`config.mk`:
```
export PLATFORM = sky130hd
export DESIGN_NAME = emb_bus
export DESIGN_NICKNAME = d
export VERILOG_FILES = /design/src/common/emb_pkg.sv /design/src/core/emb_bus.sv /design/src/core/emb_pin_mux.sv
export VERILOG_INCLUDE_DIRS = /design/src /design/src/common
export SDC_FILE = /design/constraint.sdc
export NUM_CORES = 1
export LEC_CHECK = 0
export ABC_CLOCK_PERIOD_IN_PS = 3600
export BUFFER_PORTS_ARGS = -buffer_cell sky130_fd_sc_hd__buf_2
export CELL_PAD_IN_SITES_DETAIL_PLACEMENT = 1
export CELL_PAD_IN_SITES_GLOBAL_PLACEMENT = 2
export CORE_ASPECT_RATIO = 1.25
export CORE_UTILIZATION = 26
export DETAILED_ROUTE_END_ITERATION = 10
export GPL_TIMING_DRIVEN = 0
export PLACE_DENSITY = 0.82
export SYNTH_ARGS = -nofsm -noshare
export SYNTH_HDL_FRONTEND = slang
export SYNTH_SLANG_ARGS = --single-unit
```
`constraint.sdc`:
```
create_clock -name mclk -period 3.6 [get_ports mclk]
set_clock_uncertainty 0.2 [all_clocks]
set_input_delay 0.36 -clock mclk [delete_from_list [all_inputs] [get_ports mclk]]
set_output_delay 0.36 -clock mclk [all_outputs]
set_load 0.02 [all_outputs]
```
`src/common/emb_regs.svh`:
```
// Timing and reset constants for the external memory bus
`ifndef EMB_REGS_SVH
`define EMB_REGS_SVH
// ----------------------------------------------------------------
// Widths and reset values
// ----------------------------------------------------------------
`define EMB_ADDR_W        16
`define EMB_DATA_W        16
`define EMB_BYTE_W        8
`define EMB_PORT_SEL_RST  1'b0
`define EMB_PORT_DIR_RST  8'h00
`define EMB_PORT_OUT_RST  8'h00
// ----------------------------------------------------------------
// Timing: strobe low time in cycles for zero wait states, and cycles added per wait-state code
// ----------------------------------------------------------------
`define EMB_STROBE_BASE   4'h1
`define EMB_WAIT_STEP     4'h4
`endif

```
`src/common/emb_pkg.sv`:
```
// Types shared by the external memory bus design
package emb_pkg;
  // Bus cycle states, Gray coded along idle-setup-strobe-hold
  typedef enum logic [1:0]
  {
    EMB_IDLE   = 2'b00,
    EMB_SETUP  = 2'b01,
    EMB_STROBE = 2'b11,
    EMB_HOLD   = 2'b10
  } emb_state_e;
endpackage : emb_pkg

```
`src/core/emb_bus.sv`:
```
// External memory bus engine: address, data, selects and strobes
// Overview of operation
// - Low address pins carry address low byte
// - High address pins carry address high byte
// - Address pins usable as GPIO a byte at a time, per-pin direction
// - Address function selected after reset
// - Sixteen data pins move each word
// - Data pins float when bus idle
// - Program select low for program accesses
// - Data select low for data accesses
// - Read strobe low; capture on rise
// - Write strobe low; data driven meanwhile
// - Strobe qualifies address and selects
`timescale 1ns/1ps
`include "emb_regs.svh"
module emb_bus
  import emb_pkg::*;
(
  input  wire logic        mclk,                   // Core clock, 250 MHz
  input  wire logic        rst,                    // Async reset, active high
  // Core side request
  input  wire logic        req_valid,              // Access request
  input  wire logic        req_write,              // 1 write, 0 read
  input  wire logic        req_program,            // 1 program space, 0 data
  input  wire logic [15:0] req_addr,               // Word address
  input  wire logic [15:0] req_wdata,              // Write data
  input  wire logic [1:0]  wait_states,            // 0,4,8,12 extra cycles
  output logic             req_ready,              // Engine idle, takes request
  output logic             rsp_valid,              // Access complete pulse
  output logic [15:0]      rsp_rdata,              // Captured read data
  // Port function control per address byte
  input  wire logic        low_port_sel,           // Low byte as port pins
  input  wire logic [7:0]  low_port_dir,           // Low byte directions
  input  wire logic [7:0]  low_port_out,           // Low byte port outputs
  output logic      [7:0]  low_addr_port_pin_in,   // Low byte sampled pins
  input  wire logic        high_port_sel,          // High byte as port pins
  input  wire logic [7:0]  high_port_dir,          // High byte directions
  input  wire logic [7:0]  high_port_out,          // High byte port outputs
  output logic      [7:0]  high_addr_port_pin_in,  // High byte sampled pins
  // Pins
  input  wire logic [15:0] ext_addr_pins_in,       // Address pin levels
  output logic      [15:0] ext_addr_pins_out,      // Address pin drive
  output logic      [15:0] ext_addr_pins_oe,       // Address pin enables
  input  wire logic [15:0] ext_data_pins_in,       // Data pin levels
  output logic      [15:0] ext_data_pins_out,      // Data pin drive
  output logic      [15:0] ext_data_pins_oe,       // Data pin enables
  output logic             program_space_select_n, // Program select, low
  output logic             data_space_select_n,    // Data select, low
  output logic             read_strobe_n,          // Read strobe, low
  output logic             write_strobe_n          // Write strobe, low
);
  // ----------------------------------------------------------------
  // Declarations
  // ----------------------------------------------------------------
  emb_state_e  state_reg;    // Bus cycle state
  logic [3:0]  count_reg;    // Strobe cycles remaining
  logic [15:0] addr_reg;     // Latched address
  logic [15:0] wdata_reg;    // Latched write data
  logic        write_reg;    // Latched direction
  logic        prog_reg;     // Latched space
  logic [3:0]  count_next;   // Strobe length for a new access
  logic [15:0] addr_next;    // Address handed to the pin registers
  // Strobe length from wait state code; decoded in one place
  function automatic logic [3:0] strobe_len(input logic [1:0] ws);
    strobe_len = 4'(`EMB_STROBE_BASE + 4'(ws) * `EMB_WAIT_STEP);
  endfunction : strobe_len
  assign count_next = strobe_len(wait_states);
  // Pins get a new address with the selects, a cycle ahead of the strobe
  assign addr_next = (state_reg == EMB_IDLE && req_valid) ? req_addr : addr_reg;

  // ----------------------------------------------------------------
  // Cycle sequencer
  // ----------------------------------------------------------------
  // Setup and hold cycles keep address and select stable around the
  // strobe edges, so the memory never sees them move under a strobe
  always_ff @(posedge mclk or posedge rst)
  begin
    if (rst)
    begin
      state_reg <= EMB_IDLE;
      count_reg <= 4'h0;
    end
    else
    begin
      case (state_reg)
        EMB_IDLE:
        begin
          if (req_valid)
          begin
            state_reg <= EMB_SETUP;
            count_reg <= count_next;
          end
        end
        EMB_SETUP:
          state_reg <= EMB_STROBE;
        EMB_STROBE:
        begin
          if (count_reg == 4'h1)
            state_reg <= EMB_HOLD;
          else
            count_reg <= count_reg - 4'h1;
        end
        EMB_HOLD:
          state_reg <= EMB_IDLE;
        default:
          state_reg <= EMB_IDLE;
      endcase
    end
  end
  // ----------------------------------------------------------------
  // Request latch
  // ----------------------------------------------------------------
  always_ff @(posedge mclk or posedge rst)
  begin
    if (rst)
    begin
      addr_reg  <= 16'h0000;
      wdata_reg <= 16'h0000;
      write_reg <= 1'b0;
      prog_reg  <= 1'b0;
    end
    else if (state_reg == EMB_IDLE && req_valid)
    begin
      addr_reg  <= req_addr;
      wdata_reg <= req_wdata;
      write_reg <= req_write;
      prog_reg  <= req_program;
    end
  end
  // ----------------------------------------------------------------
  // Space selects and strobes
  // ----------------------------------------------------------------
  // Selects cover setup, strobe and hold; only one ever low
  always_ff @(posedge mclk or posedge rst)
  begin
    if (rst)
    begin
      program_space_select_n <= 1'b1;
      data_space_select_n    <= 1'b1;
      read_strobe_n          <= 1'b1;
      write_strobe_n         <= 1'b1;
    end
    else
    begin
      // Current state decides next pin levels
      case (state_reg)
        EMB_IDLE:
        begin
          program_space_select_n <= ~(req_valid & req_program);
          data_space_select_n    <= ~(req_valid & ~req_program);
        end
        EMB_SETUP:
        begin
          read_strobe_n  <= write_reg;
          write_strobe_n <= ~write_reg;
        end
        EMB_STROBE:
        begin
          if (count_reg == 4'h1)
          begin
            read_strobe_n  <= 1'b1;
            write_strobe_n <= 1'b1;
          end
        end
        EMB_HOLD:
        begin
          program_space_select_n <= 1'b1;
          data_space_select_n    <= 1'b1;
        end
        default:
        begin
          program_space_select_n <= 1'b1;
          data_space_select_n    <= 1'b1;
          read_strobe_n          <= 1'b1;
          write_strobe_n         <= 1'b1;
        end
      endcase
    end
  end
  // ----------------------------------------------------------------
  // Data pins
  // ----------------------------------------------------------------
  // Write data drives setup to hold; otherwise floated so a read
  // or another bus master never fights the pins
  always_ff @(posedge mclk or posedge rst)
  begin
    if (rst)
    begin
      ext_data_pins_out <= 16'h0000;
      ext_data_pins_oe  <= 16'h0000;
    end
    else if (state_reg == EMB_IDLE && req_valid && req_write)
    begin
      ext_data_pins_out <= req_wdata;
      ext_data_pins_oe  <= 16'hffff;
    end
    else if (state_reg == EMB_HOLD || state_reg == EMB_IDLE)
    begin
      ext_data_pins_oe  <= 16'h0000;
    end
  end
  // Read capture on the strobe's rising edge
  always_ff @(posedge mclk or posedge rst)
  begin
    if (rst)
    begin
      rsp_rdata <= 16'h0000;
      rsp_valid <= 1'b0;
    end
    else
    begin
      rsp_valid <= (state_reg == EMB_HOLD);
      if (state_reg == EMB_STROBE && count_reg == 4'h1 && !write_reg)
        rsp_rdata <= ext_data_pins_in;
    end
  end
  // Ready registered: high only in idle with no request taken
  always_ff @(posedge mclk or posedge rst)
  begin
    if (rst)
      req_ready <= 1'b1;
    else
      req_ready <= (state_reg == EMB_HOLD) ||
                   (state_reg == EMB_IDLE && !req_valid);
  end

  // ----------------------------------------------------------------
  // Address pins, one shared byte each
  // ----------------------------------------------------------------
  emb_pin_mux u_low
  (
    .mclk      (mclk),
    .rst       (rst),
    .port_sel  (low_port_sel),
    .port_dir  (low_port_dir),
    .port_out  (low_port_out),
    .addr_byte (addr_next[7:0]),
    .pin_in    (ext_addr_pins_in[7:0]),
    .pin_out   (ext_addr_pins_out[7:0]),
    .pin_oe    (ext_addr_pins_oe[7:0]),
    .port_in   (low_addr_port_pin_in)
  );

  emb_pin_mux u_high
  (
    .mclk      (mclk),
    .rst       (rst),
    .port_sel  (high_port_sel),
    .port_dir  (high_port_dir),
    .port_out  (high_port_out),
    .addr_byte (addr_next[15:8]),
    .pin_in    (ext_addr_pins_in[15:8]),
    .pin_out   (ext_addr_pins_out[15:8]),
    .pin_oe    (ext_addr_pins_oe[15:8]),
    .port_in   (high_addr_port_pin_in)
  );

  // ----------------------------------------------------------------
  // Checks
  // ----------------------------------------------------------------
  chk_one_select: assert property (@(posedge mclk) disable iff (rst)
    !(~program_space_select_n && ~data_space_select_n))
    else $error("both space selects low");
  chk_strobe_qual: assert property (@(posedge mclk) disable iff (rst)
    (~read_strobe_n || ~write_strobe_n) |->
      (program_space_select_n != data_space_select_n))
    else $error("strobe without a select");
  chk_one_strobe: assert property (@(posedge mclk) disable iff (rst)
    !(~read_strobe_n && ~write_strobe_n))
    else $error("both strobes low");
  chk_read_float: assert property (@(posedge mclk) disable iff (rst)
    ~read_strobe_n |-> (ext_data_pins_oe == 16'h0000))
    else $error("data driven during read");
  chk_write_drive: assert property (@(posedge mclk) disable iff (rst)
    ~write_strobe_n |-> (ext_data_pins_oe == 16'hffff))
    else $error("data not driven during write");
  chk_idle_float: assert property (@(posedge mclk) disable iff (rst)
    (state_reg == EMB_IDLE && program_space_select_n && data_space_select_n)
      |-> (ext_data_pins_oe == 16'h0000))
    else $error("data driven while idle");
  chk_addr_stable: assert property (@(posedge mclk) disable iff (rst)
    (~read_strobe_n && !$past(read_strobe_n)) |->
      $stable(addr_reg) && $stable(program_space_select_n))
    else $error("address moved under strobe");
  chk_prog_sel: assert property (@(posedge mclk) disable iff (rst)
    (state_reg == EMB_IDLE && req_valid && req_program) |=>
      ~program_space_select_n ##1 ~program_space_select_n)
    else $error("program select not low");
  chk_data_sel: assert property (@(posedge mclk) disable iff (rst)
    (state_reg == EMB_IDLE && req_valid && !req_program) |=>
      ~data_space_select_n ##1 ~data_space_select_n)
    else $error("data select not low");
  chk_addr_pins: assert property (@(posedge mclk) disable iff (rst)
    (!low_port_sel && !high_port_sel && ~read_strobe_n && !$past(read_strobe_n))
      |-> (ext_addr_pins_out == addr_reg))
    else $error("address pins wrong");
endmodule : emb_bus

```
`src/core/emb_pin_mux.sv`:
```
// One byte of address pins shared with general-purpose port pins
`timescale 1ns/1ps
`include "emb_regs.svh"
module emb_pin_mux
  import emb_pkg::*;
(
  input  wire logic       mclk,      // Core clock
  input  wire logic       rst,       // Async reset, active high
  input  wire logic       port_sel,  // 1: port function, 0: address
  input  wire logic [7:0] port_dir,  // Per-pin direction, 1 = output
  input  wire logic [7:0] port_out,  // Port output values
  input  wire logic [7:0] addr_byte, // Address byte from the bus engine
  input  wire logic [7:0] pin_in,    // Pin levels
  output logic      [7:0] pin_out,   // Pin drive value
  output logic      [7:0] pin_oe,    // Pin drive enable
  output logic      [7:0] port_in    // Sampled pin levels
);
  // ----------------------------------------------------------------
  // Per-pin output registers
  // ----------------------------------------------------------------
  genvar i;
  generate
    for (i = 0; i < 8; i = i + 1)
    begin : g_pin
      // Address function drives always; port drives per direction bit
      always_ff @(posedge mclk or posedge rst)
      begin
        if (rst)
        begin
          pin_out[i] <= 1'b0;
          pin_oe[i]  <= 1'b1;
        end
        else if (port_sel)
        begin
          pin_out[i] <= port_out[i];
          pin_oe[i]  <= port_dir[i];
        end
        else
        begin
          pin_out[i] <= addr_byte[i];
          pin_oe[i]  <= 1'b1;
        end
      end
      // Input sampling, usable whatever the function
      always_ff @(posedge mclk or posedge rst)
      begin
        if (rst)
          port_in[i] <= 1'b0;
        else
          port_in[i] <= pin_in[i];
      end
    end
  endgenerate
endmodule : emb_pin_mux

```
Word level (Yosys, flattened, before mapping)
Cells that the tools add are included.

Bitwise operators: 6. Add/sub/neg operators: 2. Mux-type cells: 46. Eq/ne operators: 7. Reduce and logical (&&, ||, !) cells: 17.

Operators by type and width (count): $mux W16 (3); $mux W1 (33); $mux W4 (2); $pmux W1 S2 (4); $pmux W2 S4 (1); $pmux W4 S2 (1); $reduce_bool A2 Y1 (4); $ne A2 B2 Y1 const B (3); $logic_and A1 B1 Y1 (5); $add A1 B4 Y4 const A (1); $eq A2 B2 Y1 const B (2); $eq A4 B1 Y1 const B (1); $mux W2 (2); $not A1 Y1 (4); $reduce_and A2 Y1 (2); $sub A4 B1 Y4 const B (1); $reduce_and A3 Y1 (1); $and A1 B1 Y1 (2); $eq A2 B1 Y1 const B (1); $logic_not A1 Y1 (2); $logic_not A2 Y1 (1); $logic_or A1 B1 Y1 (2).

Bits of input ports: 105. Logic and storage cells: 139. Output and inout port bits: 102. Bits in registers: 125.

Logic depth before layout (Yosys ltp)
Gate-level depths: netlist of run 1.

Depth in word-level cells: 4. Depth in mapped cells: 6. Gate-level depth less buffers: 5.

Modules after synthesis
A second synthesis of run 1 with hierarchy kept.

Cell total of the unflattened synthesis: 298. Area total of the unflattened synthesis: 4152.7 µm².

Modules (own cells, without submodules): emb_bus (times used 1, cells each 212, area each 2576.2 µm²); emb_pin_mux (times used 2, cells each 43, area each 788.3 µm²).

Least setup slack after synthesis of run 1
OpenSTA, ideal clock, no wires.

Kind: register to register. Start point: register count_reg[1]. End point: register rsp_rdata[0]. Period minus slack after synthesis: 2.172 ns. Data arrival time: 1.848 ns. Required time: 3.275 ns. Cell stages (with the launch flop): 7. Path buffers: 1. Path slack: 1.428 ns. Path through: dfrtp_1 > inv_1 > ha_1 > or3b_2 > nor3_4 > buf_6 > mux2_2.

Longest elaborated chain between the ends: 3.

RTL lines: start, declared (RTL line emb_bus.sv:56) `logic [3:0] count_reg;`; start signal, assigned (RTL line emb_bus.sv:91) `count_reg <= count_next;`; start signal, assigned (RTL line emb_bus.sv:101) `count_reg <= count_reg - 4'h1;`; $eq A4 B1 Y1 (RTL line emb_bus.sv:213) `if (state_reg == EMB_STROBE && count_reg == 4'h1 && !write_reg)`; $logic_and A1 B1 Y1 (2 in series) (RTL line emb_bus.sv:213); end signal, assigned (RTL line emb_bus.sv:214) `rsp_rdata <= ext_data_pins_in;`; end, declared (RTL line emb_bus.sv:30) `output logic [15:0] rsp_rdata,`.

No other way between the ends. A chain may end at the register's enable or synchronous reset.

Worst setup path after layout of run 1
Start point: input req_valid. End point: register ext_data_pins_out[6].

Longest elaborated chain between the ends: 2.

RTL lines: start, declared (RTL line emb_bus.sv:22) `input wire logic req_valid,`; $logic_and A1 B1 Y1 (2 in series) (RTL line emb_bus.sv:192) `else if (state_reg == EMB_IDLE && req_valid && req_write)`; end signal, assigned (RTL line emb_bus.sv:194) `ext_data_pins_out <= req_wdata;`; end, declared (RTL line emb_bus.sv:45) `output logic [15:0] ext_data_pins_out,`.

No other way between the ends.

==> results of run 1 <==
-- critical path, delay by kind of cell --
kind / cells / cell delay (ps)
buffers and inverters: 4 / 1180
AND/OR/NAND/NOR: 2 / 550
multiplexers: 1 / 360
-- worst min-delay path by stage --
| stage | from | end | slack (ps) | depth (start not counted) |
|---|---|---|---|---|
| after floorplan | ext_addr_pins_in[8] | u_high.port_in[0] | 190 | 0 |
| after global placement | ext_addr_pins_in[5] | u_low.port_in[5] | 270 | 1 |
| after detailed placement | ext_addr_pins_in[12] | u_high.port_in[4] | 270 | 1 |
| after CTS | low_port_dir[1] | u_low.pin_oe[1] | 2 | 2 |
| after global routing | high_port_dir[6] | u_high.pin_oe[6] | 0.4 | 2 |
| final | low_port_dir[1] | u_low.pin_oe[1] | 10 | 2 |
-- routing by layer --
| layer | track usage, % | wire, um | up-vias |
|---|---|---|---|
| li1 | - | - | 1338 |
| met1 | 13.57 | 3813 | 1455 |
| met2 | 24.70 | 6123 | 101 |
| met3 | 4.032 | 645 | 16 |
| met4 | 5.400 | 217 | 0 |
| met5 | 0 | 0 | - |
-- what timing repair did --
action / CTS / global route
gates resized for setup: 0 / 0
setup buffers: 0 / 0
hold buffers: 28 / 0
endpoints found under the hold margin: 71 / 0
-- final cells by class --
class                   count  area (um2)
inverters                   6       25.02
multi-input cells         113        1126
plain buffers              28       216.5
repair buffers            233        1329
well taps                 212       265.3
fillers                  1750        9540
clock buffers               9       225.2
flip-flops and latches    110        2779
clock inverters             6       63.81
-- report_power, final --
| group | internal [mW] | switching [mW] | leakage, nW |
|---|---|---|---|
| combinational | 0.790 | 0.893 | 1.61 |
| sequential | 1.66 | 0.196 | 1.29 |
| clock | 0.534 | 0.437 | 0.137 |
-- Yosys cell counts --
cell,number,share of area [%]
dfrtp_1,89,54
mux2_2,50,14
dfstp_2,21,13
nand2b_1,16,2.4
buf_4,15,2.7
mux2_4,14,5.1
inv_1,6,0.54
a21oi_1,4,0.48
buf_6,4,1.1
buf_2,3,0.36
nand2_1,3,0.27
and2_1,2,0.30
buf_1,2,0.18
clkbuf_1,2,0.18
ha_1,2,0.60
nor2_1,2,0.18
nor3b_1,2,0.36
o221a_2,2,0.54
o32a_1,2,0.48
a211oi_1,1,0.18
a21o_1,1,0.18
a21o_2,1,0.21
a2bb2oi_1,1,0.21
buf_12,1,0.48
dlygate4sd1_1,1,0.21
mux2i_1,1,0.24
nand3_1,1,0.12
nor3_4,1,0.39
o21ai_0,1,0.12
o22a_1,1,0.21
o31ai_1,1,0.18
or3b_1,1,0.21
or3b_2,1,0.21
or4_1,1,0.18
xnor2_1,1,0.21
-- kinds of logic (layout without fill, tap and decap cells) --
| family | after synthesis | after routing | synth area share, % |
|---|---|---|---|
| xor+xnor | 1 | 1 | 0.2114 |
| simple gates | 30 | 30 | 4.650 |
| compound gates | 15 | 15 | 2.808 |
| mux | 65 | 65 | 18.90 |
| buf+inv | 34 | 282 | 5.767 |
| fa+ha+maj | 2 | 2 | 0.6038 |
| flops | 110 | 110 | 67.06 |
-- metrics by stage --
stage	util, %	setup TNS [ps]	cells	power (mW)	cell area [um2]
6_report	38.73	0	717	4.514	6030
5_1_grt	38.73	0	717	4.785	6030
4_1_cts	38.73	0	717	4.604	6030
3_5_place_dp	35.07	0	674	3.571	5460
3_3_place_gp	34.88	-91190	673	3.490	5430
2_1_floorplan	-	0	257	2.994	4144
==> flow_summary.json, run 1 <==
{
  "outcome": "complete, no violations",
  "crit_fanout": 10,
  "pre_cts_slack_ps": 1180,
  "cp_slowest_cell": "dlygate4sd3_1",
  "drive_above_1_share_pct": 66.14,
  "critPathLaunchType": "primary input",
  "start_util_pct": 26.62,
  "irDropWorstVdd_mv": 0.2660,
  "vias_per_cell": 4.059,
  "gr-total-overflow": 0,
  "worst_pin_slew_ps": 622.7,
  "fp-row-count": 51,
  "cap_violations": 0,
  "setup_viol": 0,
  "drt_iter0_drc": 76,
  "period_share_pct": 67.48,
  "postSynthCellCount": 257,
  "hold_class": "in2reg",
  "firstDrtPassIters": 4,
  "grt_max_degree": 62,
  "setup_ws_ps": 1171,
  "crit_top_cell": "buf_2",
  "r2r_slack_ps": 1210,
  "maxSlewHeadroom_pct": 58.49,
  "synth.distinct_cells": 35,
  "nets": 608,
  "vias": 2910,
  "syn_area_per_cell_um2": 16.12,
  "dp_hpwl_mm": 7.949,
  "synth_seq_cells": 110,
  "antennaDiodeCount": 0,
  "r2r-end": "rsp_rdata[6]",
  "crit_type": "in2reg",
  "synth_area_um2": 4144,
  "cpPeakStageDelay_ps": 520,
  "final_cell_mix": "207 x buf_2, 89 x dfrtp_1, 50 x mux2_2, 28 x dlygate4sd3_1, 21 x dfstp_2",
  "ant_nets": 0,
  "leakagePower_nw": 3.034,
  "worstRegToRegCells": 6,
  "holdWs_ps": 14.33,
  "fmax_mhz": 411.7,
  "cts_sinks": 110,
  "worst_setup_path_end_kind": "flip-flop",
  "synth_nets": 364,
  "die_h_um": 143.2,
  "path_clk_slew_ps": 70,
  "areaGrowthSynthToFinish_pct": 45.50,
  "crit_arrival_ps": 2460,
  "r2r-start": "count_reg[1]",
  "grt_pass1_vias": 3215,
  "cts_tree": "yes",
  "crit_path_cell_trace": "dlygate4sd3_1, buf_2, nor3b_1, and2_1, buf_2, buf_2, mux2_2",
  "clockRootBuffer": "clkbuf_16",
  "h-tree-depth": 3,
  "numCtsBuffers": 9,
  "rsz0062_at_grt": "false",
  "startpoint": "req_valid",
  "power_density_nw_per_um2": 748.7,
  "track_usage_pct": 13.24,
  "final_common_cell": "buf_2",
  "antenna_found_initial": 0,
  "hold_violations": 0,
  "synth_warnings": 0,
  "die_x_um": 114.9,
  "core_area_um2": 15570,
  "gp_congestion": 0.6969,
  "final_max_slew_viol_count": 0,
  "cts_max_path_buffers": 2,
  "routedWlPerCell_um": 15.06,
  "worstPathRequired_ps": 3630,
  "crit_end": "ext_data_pins_out[6]",
  "port_buffers": 204,
  "insertion_delay_ps": 350,
  "layout_min_cycle_time_ps": 2429,
  "drc_errors": 0,
  "die_area_um2": 16450,
  "wirelength_mm": 10.80,
  "yosysSeqAreaShare_pct": 67.06,
  "grt_pass1_wl_mm": 16.27,
  "pin_count": 207
}
Power figures use the tool's default switching activity.
==> inputs of run 2 (changes only) <==
--- a/config.mk
+++ b/config.mk
@@ -6,15 +6,15 @@
 export SDC_FILE = /design/constraint.sdc
 export NUM_CORES = 1
 export LEC_CHECK = 0
-export ABC_CLOCK_PERIOD_IN_PS = 3600
+export ABC_CLOCK_PERIOD_IN_PS = 2300
 export BUFFER_PORTS_ARGS = -buffer_cell sky130_fd_sc_hd__buf_2
 export CELL_PAD_IN_SITES_DETAIL_PLACEMENT = 1
 export CELL_PAD_IN_SITES_GLOBAL_PLACEMENT = 2
 export CORE_ASPECT_RATIO = 1.25
-export CORE_UTILIZATION = 26
+export CORE_UTILIZATION = 29
 export DETAILED_ROUTE_END_ITERATION = 10
 export GPL_TIMING_DRIVEN = 0
-export PLACE_DENSITY = 0.82
+export PLACE_DENSITY = 0.86
 export SYNTH_ARGS = -nofsm -noshare
 export SYNTH_HDL_FRONTEND = slang
 export SYNTH_SLANG_ARGS = --single-unit
==> constraint.sdc (replaced) <==
create_clock -name mclk -period 2.3 [get_ports mclk]
set_clock_uncertainty 0.2 [all_clocks]
set_input_delay 0.23 -clock mclk [delete_from_list [all_inputs] [get_ports mclk]]
set_output_delay 0.23 -clock mclk [all_outputs]
set_load 0.02 [all_outputs]
==> run 2 against run 1 <==
Register-to-register slack worse by 1100 ps. Total power is 62% higher. Highest routed layer unchanged. Non-clock buffer count grew 76. Critical endpoint is now rsp_rdata[2]. Setup slack lost 1100 ps. Final area up 12%. Critical path depth shrank 1. Utilization increased by 10 points. Flip-flop and latch count unchanged. Sequential share of layout area down 5.1 points.
==> flow_summary.json, run 2 (synthesis results as in run 1) <==
{
  "ant_nets": 0,
  "gp_congestion": 0.6829,
  "worst_setup_path_end_kind": "flip-flop",
  "start_util_pct": 29.87,
  "core_area_um2": 13870,
  "crit_path_cell_trace": "inv_1, ha_1, or3b_4, nor3_4, buf_2, mux2_2",
  "firstDrtPassIters": 2,
  "final_common_cell": "buf_2",
  "critPathLaunchType": "flip-flop",
  "numCtsBuffers": 9,
  "p_seq_share_pct": 40.0,
  "grt.busiest_layer": "met2",
  "rsz0062_at_grt": "false",
  "drt_iter0_drc": 41,
  "drive_above_1_share_pct": 58.25,
  "worstRegToRegCells": 6,
  "track_usage_pct": 17.14,
  "antenna_found_initial": 0,
  "cts_max_path_buffers": 2,
  "die_h_um": 135.7,
  "postLayoutCoreUtil_pct": 48.85,
  "power_density_nw_per_um2": 1082,
  "clockRootBuffer": "clkbuf_16",
  "areaGrowthSynthToFinish_pct": 63.53,
  "outcome": "complete, no violations",
  "leakagePower_nw": 3.371,
  "final_cells": 757,
  "switching_power_mw": 2.534,
  "clockPowerShare_pct": 21.8,
  "grt_pass1_wl_mm": 19.06,
  "grtUsageMet3_pct": 4.618,
  "pwr-share-comb_pct": 38.2,
  "cpPeakStageDelay_ps": 410,
  "h-tree-depth": 3,
  "drc_errors": 0,
  "dp_hpwl_mm": 7.841,
  "cap_violations": 0,
  "vias": 3260,
  "antennaDiodeCount": 0,
  "swShare_pct": 34.56,
  "cp_slowest_cell": "or3b_4",
  "gr-usage-met1_pct": 17.42,
  "cts_tree": "yes",
  "final_cell_mix": "207 x buf_2, 101 x dlygate4sd3_1, 89 x dfrtp_1, 50 x mux2_2, 21 x dfstp_2",
  "die_x_um": 108.9,
  "wirelength_mm": 12.35,
  "layout_min_cycle_time_ps": 2190,
  "dp.cells": 638,
  "pin_count": 207,
  "hold_class": "in2reg",
  "gr-usage-met2_pct": 32.49,
  "crit_fanout": 5,
  "worst_pin_slew_ps": 792.0,
  "fp-row-count": 48,
  "cts_sinks": 110,
  "irDropWorstVdd_mv": 0.4801,
  "crit_type": "reg2reg",
  "hold_violations": 0,
  "maxSlewHeadroom_pct": 47.09,
  "gr-total-overflow": 0,
  "port_buffers": 204,
  "setup_viol": 0,
  "crit_arrival_ps": 2220,
  "holdPathStages": 2,
  "die_area_um2": 14780,
  "path_clk_slew_ps": 70,
  "tns_ps": 0,
  "period_share_pct": 95.24,
  "routedWlPerCell_um": 16.31,
  "vias_per_cell": 4.306,
  "insertion_delay_ps": 350,
  "worstPathRequired_ps": 2330,
  "nets": 684,
  "grt_max_degree": 42,
  "p_int_mw": 4.797,
  "grt_pass1_vias": 3804,
  "fmax_mhz": 456.5,
  "final_max_slew_viol_count": 0
}
run 2: metrics by stage:
| stage | hold slack, ps | setup WS [ps] | total power, mW | area, um2 |
|---|---|---|---|---|
| 2_1_floorplan | 61.43 | 127.6 | 4.687 | 4148 |
| 3_3_place_gp | 137.8 | -173.2 | 5.453 | 5388 |
| 3_5_place_dp | 139.8 | -148.0 | 5.591 | 5428 |
| 4_1_cts | 159.7 | 15.63 | 7.357 | 6756 |
| 5_1_grt | 193.6 | 27.35 | 7.766 | 6777 |
| 6_report | 174.5 | 109.6 | 7.332 | 6777 |
run 2: final timing paths:
kind | slack, ps | end | from
setup / recovery | 110 | rsp_rdata[2] | count_reg[1]
hold / removal | 170 | u_high.pin_out[1] | high_port_sel
setup reg to reg | 110 | rsp_rdata[2] | count_reg[1]
hold reg to reg | 300 | program_space_select_n | program_space_select_n
max in group asynchronous | 810 | u_low.pin_oe[6] | rst
min in group asynchronous | 370 | rsp_rdata[9] | rst
run 2: area by class of cell:
class | count | area, um2
Multi-Input combinational cell | 113 | 1140
Clock inverter | 7 | 80.08
Buffer | 28 | 219.0
Tap cell | 175 | 219.0
Inverter | 6 | 26.28
Fill cell | 1475 | 7097
Sequential cell | 110 | 2779
Clock buffer | 9 | 225.2
Timing Repair Buffer | 309 | 2088
run 2: what timing repair did:
action | CTS | global route
endpoints found under the setup margin | 18 | 24
setup buffers | 1 | 0
gates cloned | 0 | 1
endpoints found under the hold margin | 121 | 0
pin swaps | 1 | 1
hold buffers | 101 | 0
resized for setup | 1 | 4
run 2: layer usage:
layer,wire length [um],up-vias
met5,0,-
met4,215,0
met3,849,18
met2,6839,141
met1,4445,1609
li1,-,1492
run 2: critical path: cells and delay by family, from the launching register on:
family	cells	cell delay (ps)
adders and majority gates	1	170
buffers and inverters	2	330
DFF	1	400
muxes	1	350
and+or+nand+nor	2	620
run 2: power by group through the flow:
| stage | registers (mW) | logic (mW) | clock network, mW |
|---|---|---|---|
| after floorplan | 3.46 | 1.23 | 0 |
| after global placement | 2.91 | 2.54 | 0 |
| after detailed placement | 2.95 | 2.64 | 0 |
| after CTS | 2.92 | 2.78 | 1.66 |
| after global routing | 3.02 | 3.02 | 1.72 |
| final | 2.93 | 2.80 | 1.60 |
==> inputs of run 3 (changes only) <==
--- a/config.mk
+++ b/config.mk
@@ -10,7 +10,6 @@
 export BUFFER_PORTS_ARGS = -buffer_cell sky130_fd_sc_hd__buf_2
 export CELL_PAD_IN_SITES_DETAIL_PLACEMENT = 1
 export CELL_PAD_IN_SITES_GLOBAL_PLACEMENT = 2
-export CORE_ASPECT_RATIO = 1.25
 export CORE_UTILIZATION = 29
 export DETAILED_ROUTE_END_ITERATION = 10
 export GPL_TIMING_DRIVEN = 0
==> run 3 against run 2 <==
Critical path depth unchanged. Via count decreased by 0.61%. Routed wire length grew 1.5%. Critical endpoint is now ext_data_pins_out[4]. Largest power group unchanged.
==> flow_summary.json, run 3 (synthesis results as in run 1) <==
{
  "p_int_mw": 4.881,
  "die_area_um2": 14770,
  "clockRootBuffer": "clkbuf_16",
  "r2r-start": "state_reg[1]",
  "fmax_mhz": 461.5,
  "setup_viol": 0,
  "vias_per_cell": 4.246,
  "worstPathRequired_ps": 2330,
  "vias": 3240,
  "core_area_um2": 13930,
  "period_share_pct": 94.20,
  "worst_setup_path_end_kind": "flip-flop",
  "power_density_nw_per_um2": 1086,
  "start_util_pct": 29.74,
  "switching_power_mw": 2.498,
  "crit_top_cell": "buf_2",
  "hold_violations": 0,
  "p_total_mw": 7.380,
  "outcome": "complete, no violations",
  "final_common_cell": "buf_2",
  "wirelength_mm": 12.54,
  "cts_sinks": 110,
  "crit_path_cell_trace": "buf_2, nor3b_2, and2_1, buf_2, clkbuf_4, mux2_2",
  "firstDrtPassIters": 4,
  "leakagePower_nw": 3.380,
  "cap_violations": 0,
  "cpPeakStageDelay_ps": 360,
  "areaGrowthSynthToFinish_pct": 63.98,
  "startpoint": "state_reg[1]",
  "drc_errors": 0,
  "critical-path-top-delay-family": "buffers and inverters",
  "cts_max_path_buffers": 2,
  "crit_arrival_ps": 2200,
  "critPathLaunchType": "flip-flop",
  "r2r-end": "ext_data_pins_out[4]",
  "crit_fanout": 10,
  "gr-total-overflow": 0,
  "r2r_slack_ps": 130,
  "crit_end": "ext_data_pins_out[4]",
  "postLayoutCoreUtil_pct": 48.77,
  "rsz0062_at_grt": "false",
  "gp_congestion": 0.7828,
  "final_max_slew_viol_count": 0,
  "h-tree-depth": 3,
  "die_x_um": 121.5,
  "placed_cell_area_um2": 5434,
  "worstRegToRegCells": 6,
  "maxSlewHeadroom_pct": 42.41,
  "cts_tree": "yes",
  "pwr-share-comb_pct": 37.7,
  "design_area_um2": 6795,
  "final_cell_mix": "206 x buf_2, 101 x dlygate4sd3_1, 89 x dfrtp_1, 50 x mux2_2, 21 x dfstp_2",
  "dp_hpwl_mm": 7.736,
  "clockPowerShare_pct": 22.5,
  "antenna_found_initial": 0,
  "fp-row-count": 43,
  "drt_iter0_drc": 82,
  "worst_pin_slew_ps": 862.0,
  "routedWlPerCell_um": 16.43,
  "ant_nets": 0,
  "irDropWorstVdd_mv": 0.4436,
  "die_h_um": 121.5,
  "antennaDiodeCount": 0,
  "crit_type": "reg2reg",
  "cp.depth": 6,
  "port_buffers": 204,
  "cp_slowest_cell": "dfrtp_1",
  "pin_count": 207,
  "nets": 685,
  "cp_num_buf_inv": 3,
  "layout_min_cycle_time_ps": 2167,
  "swShare_pct": 33.86,
  "numCtsBuffers": 9,
  "drive_above_1_share_pct": 58.15,
  "grt_max_degree": 42,
  "grt_pass1_wl_mm": 19.05,
  "path_clk_slew_ps": 70,
  "hold_class": "in2reg",
  "track_usage_pct": 17.35,
  "grt_pass1_vias": 3656,
  "insertion_delay_ps": 350,
  "p_seq_share_pct": 39.8
}
run 3: metal layers:
layer,GRT usage [%],vias to the layer above,share of wire (%)
met5,0,-,0
met4,5.787,0,1.7
met3,5.665,17,6.2
met2,32.42,127,55
met1,18.12,1602,37
li1,-,1494,-
run 3: how the worst min path moves through the flow:
stage | startpoint | to | slack (ps) | depth (start not counted)
floorplan | ext_addr_pins_in[8] | u_high.port_in[0] | 60 | 0
global placement | ext_addr_pins_in[7] | u_low.port_in[7] | 140 | 1
detailed placement | ext_addr_pins_in[0] | u_low.port_in[0] | 140 | 1
CTS | high_port_sel | u_high.pin_out[4] | 150 | 2
global route | high_port_sel | u_high.pin_out[4] | 200 | 2
finish | high_port_sel | u_high.pin_out[4] | 200 | 2
run 3: power groups by stage:
stage	sequential, mW	clock [mW]	combinational, mW
2_1_floorplan	3.46	0	1.23
3_5_place_dp	2.95	0	2.63
4_1_cts	2.92	1.70	2.78
3_3_place_gp	2.91	0	2.54
6_report	2.94	1.66	2.78
5_1_grt	3.01	1.79	2.99
run 3: layout make-up:
type                       count  area, um2
inverter                       6      26.28
clock buffer                  12      267.8
fill                        1489       7139
tap                          180      225.2
buffer                        28      219.0
clock inverter                 4      50.05
multi-input combinational    113       1134
timing repair buffer         310       2095
sequential                   110       2779
run 3: what timing repair did:
item | CTS | global route
hold buffers | 101 | 0
resized for setup | 2 | 2
buffers inserted | 2 | 0
setup endpoints to repair | 18 | 10
cloned | 1 | 0
hold endpoints to repair | 137 | 0
pin swaps | 1 | 1
run 3: through the flow:
stage	TNS, ps	cells	setup WS, ps	hold slack, ps
2_1_floorplan	0	257	127.6	61.43
3_3_place_gp	-10950	641	-127.4	137.6
3_5_place_dp	-1275	643	-104.7	140.1
4_1_cts	0	763	27.96	148.7
5_1_grt	0	763	32.18	199.9
6_report	0	763	133.3	196.3
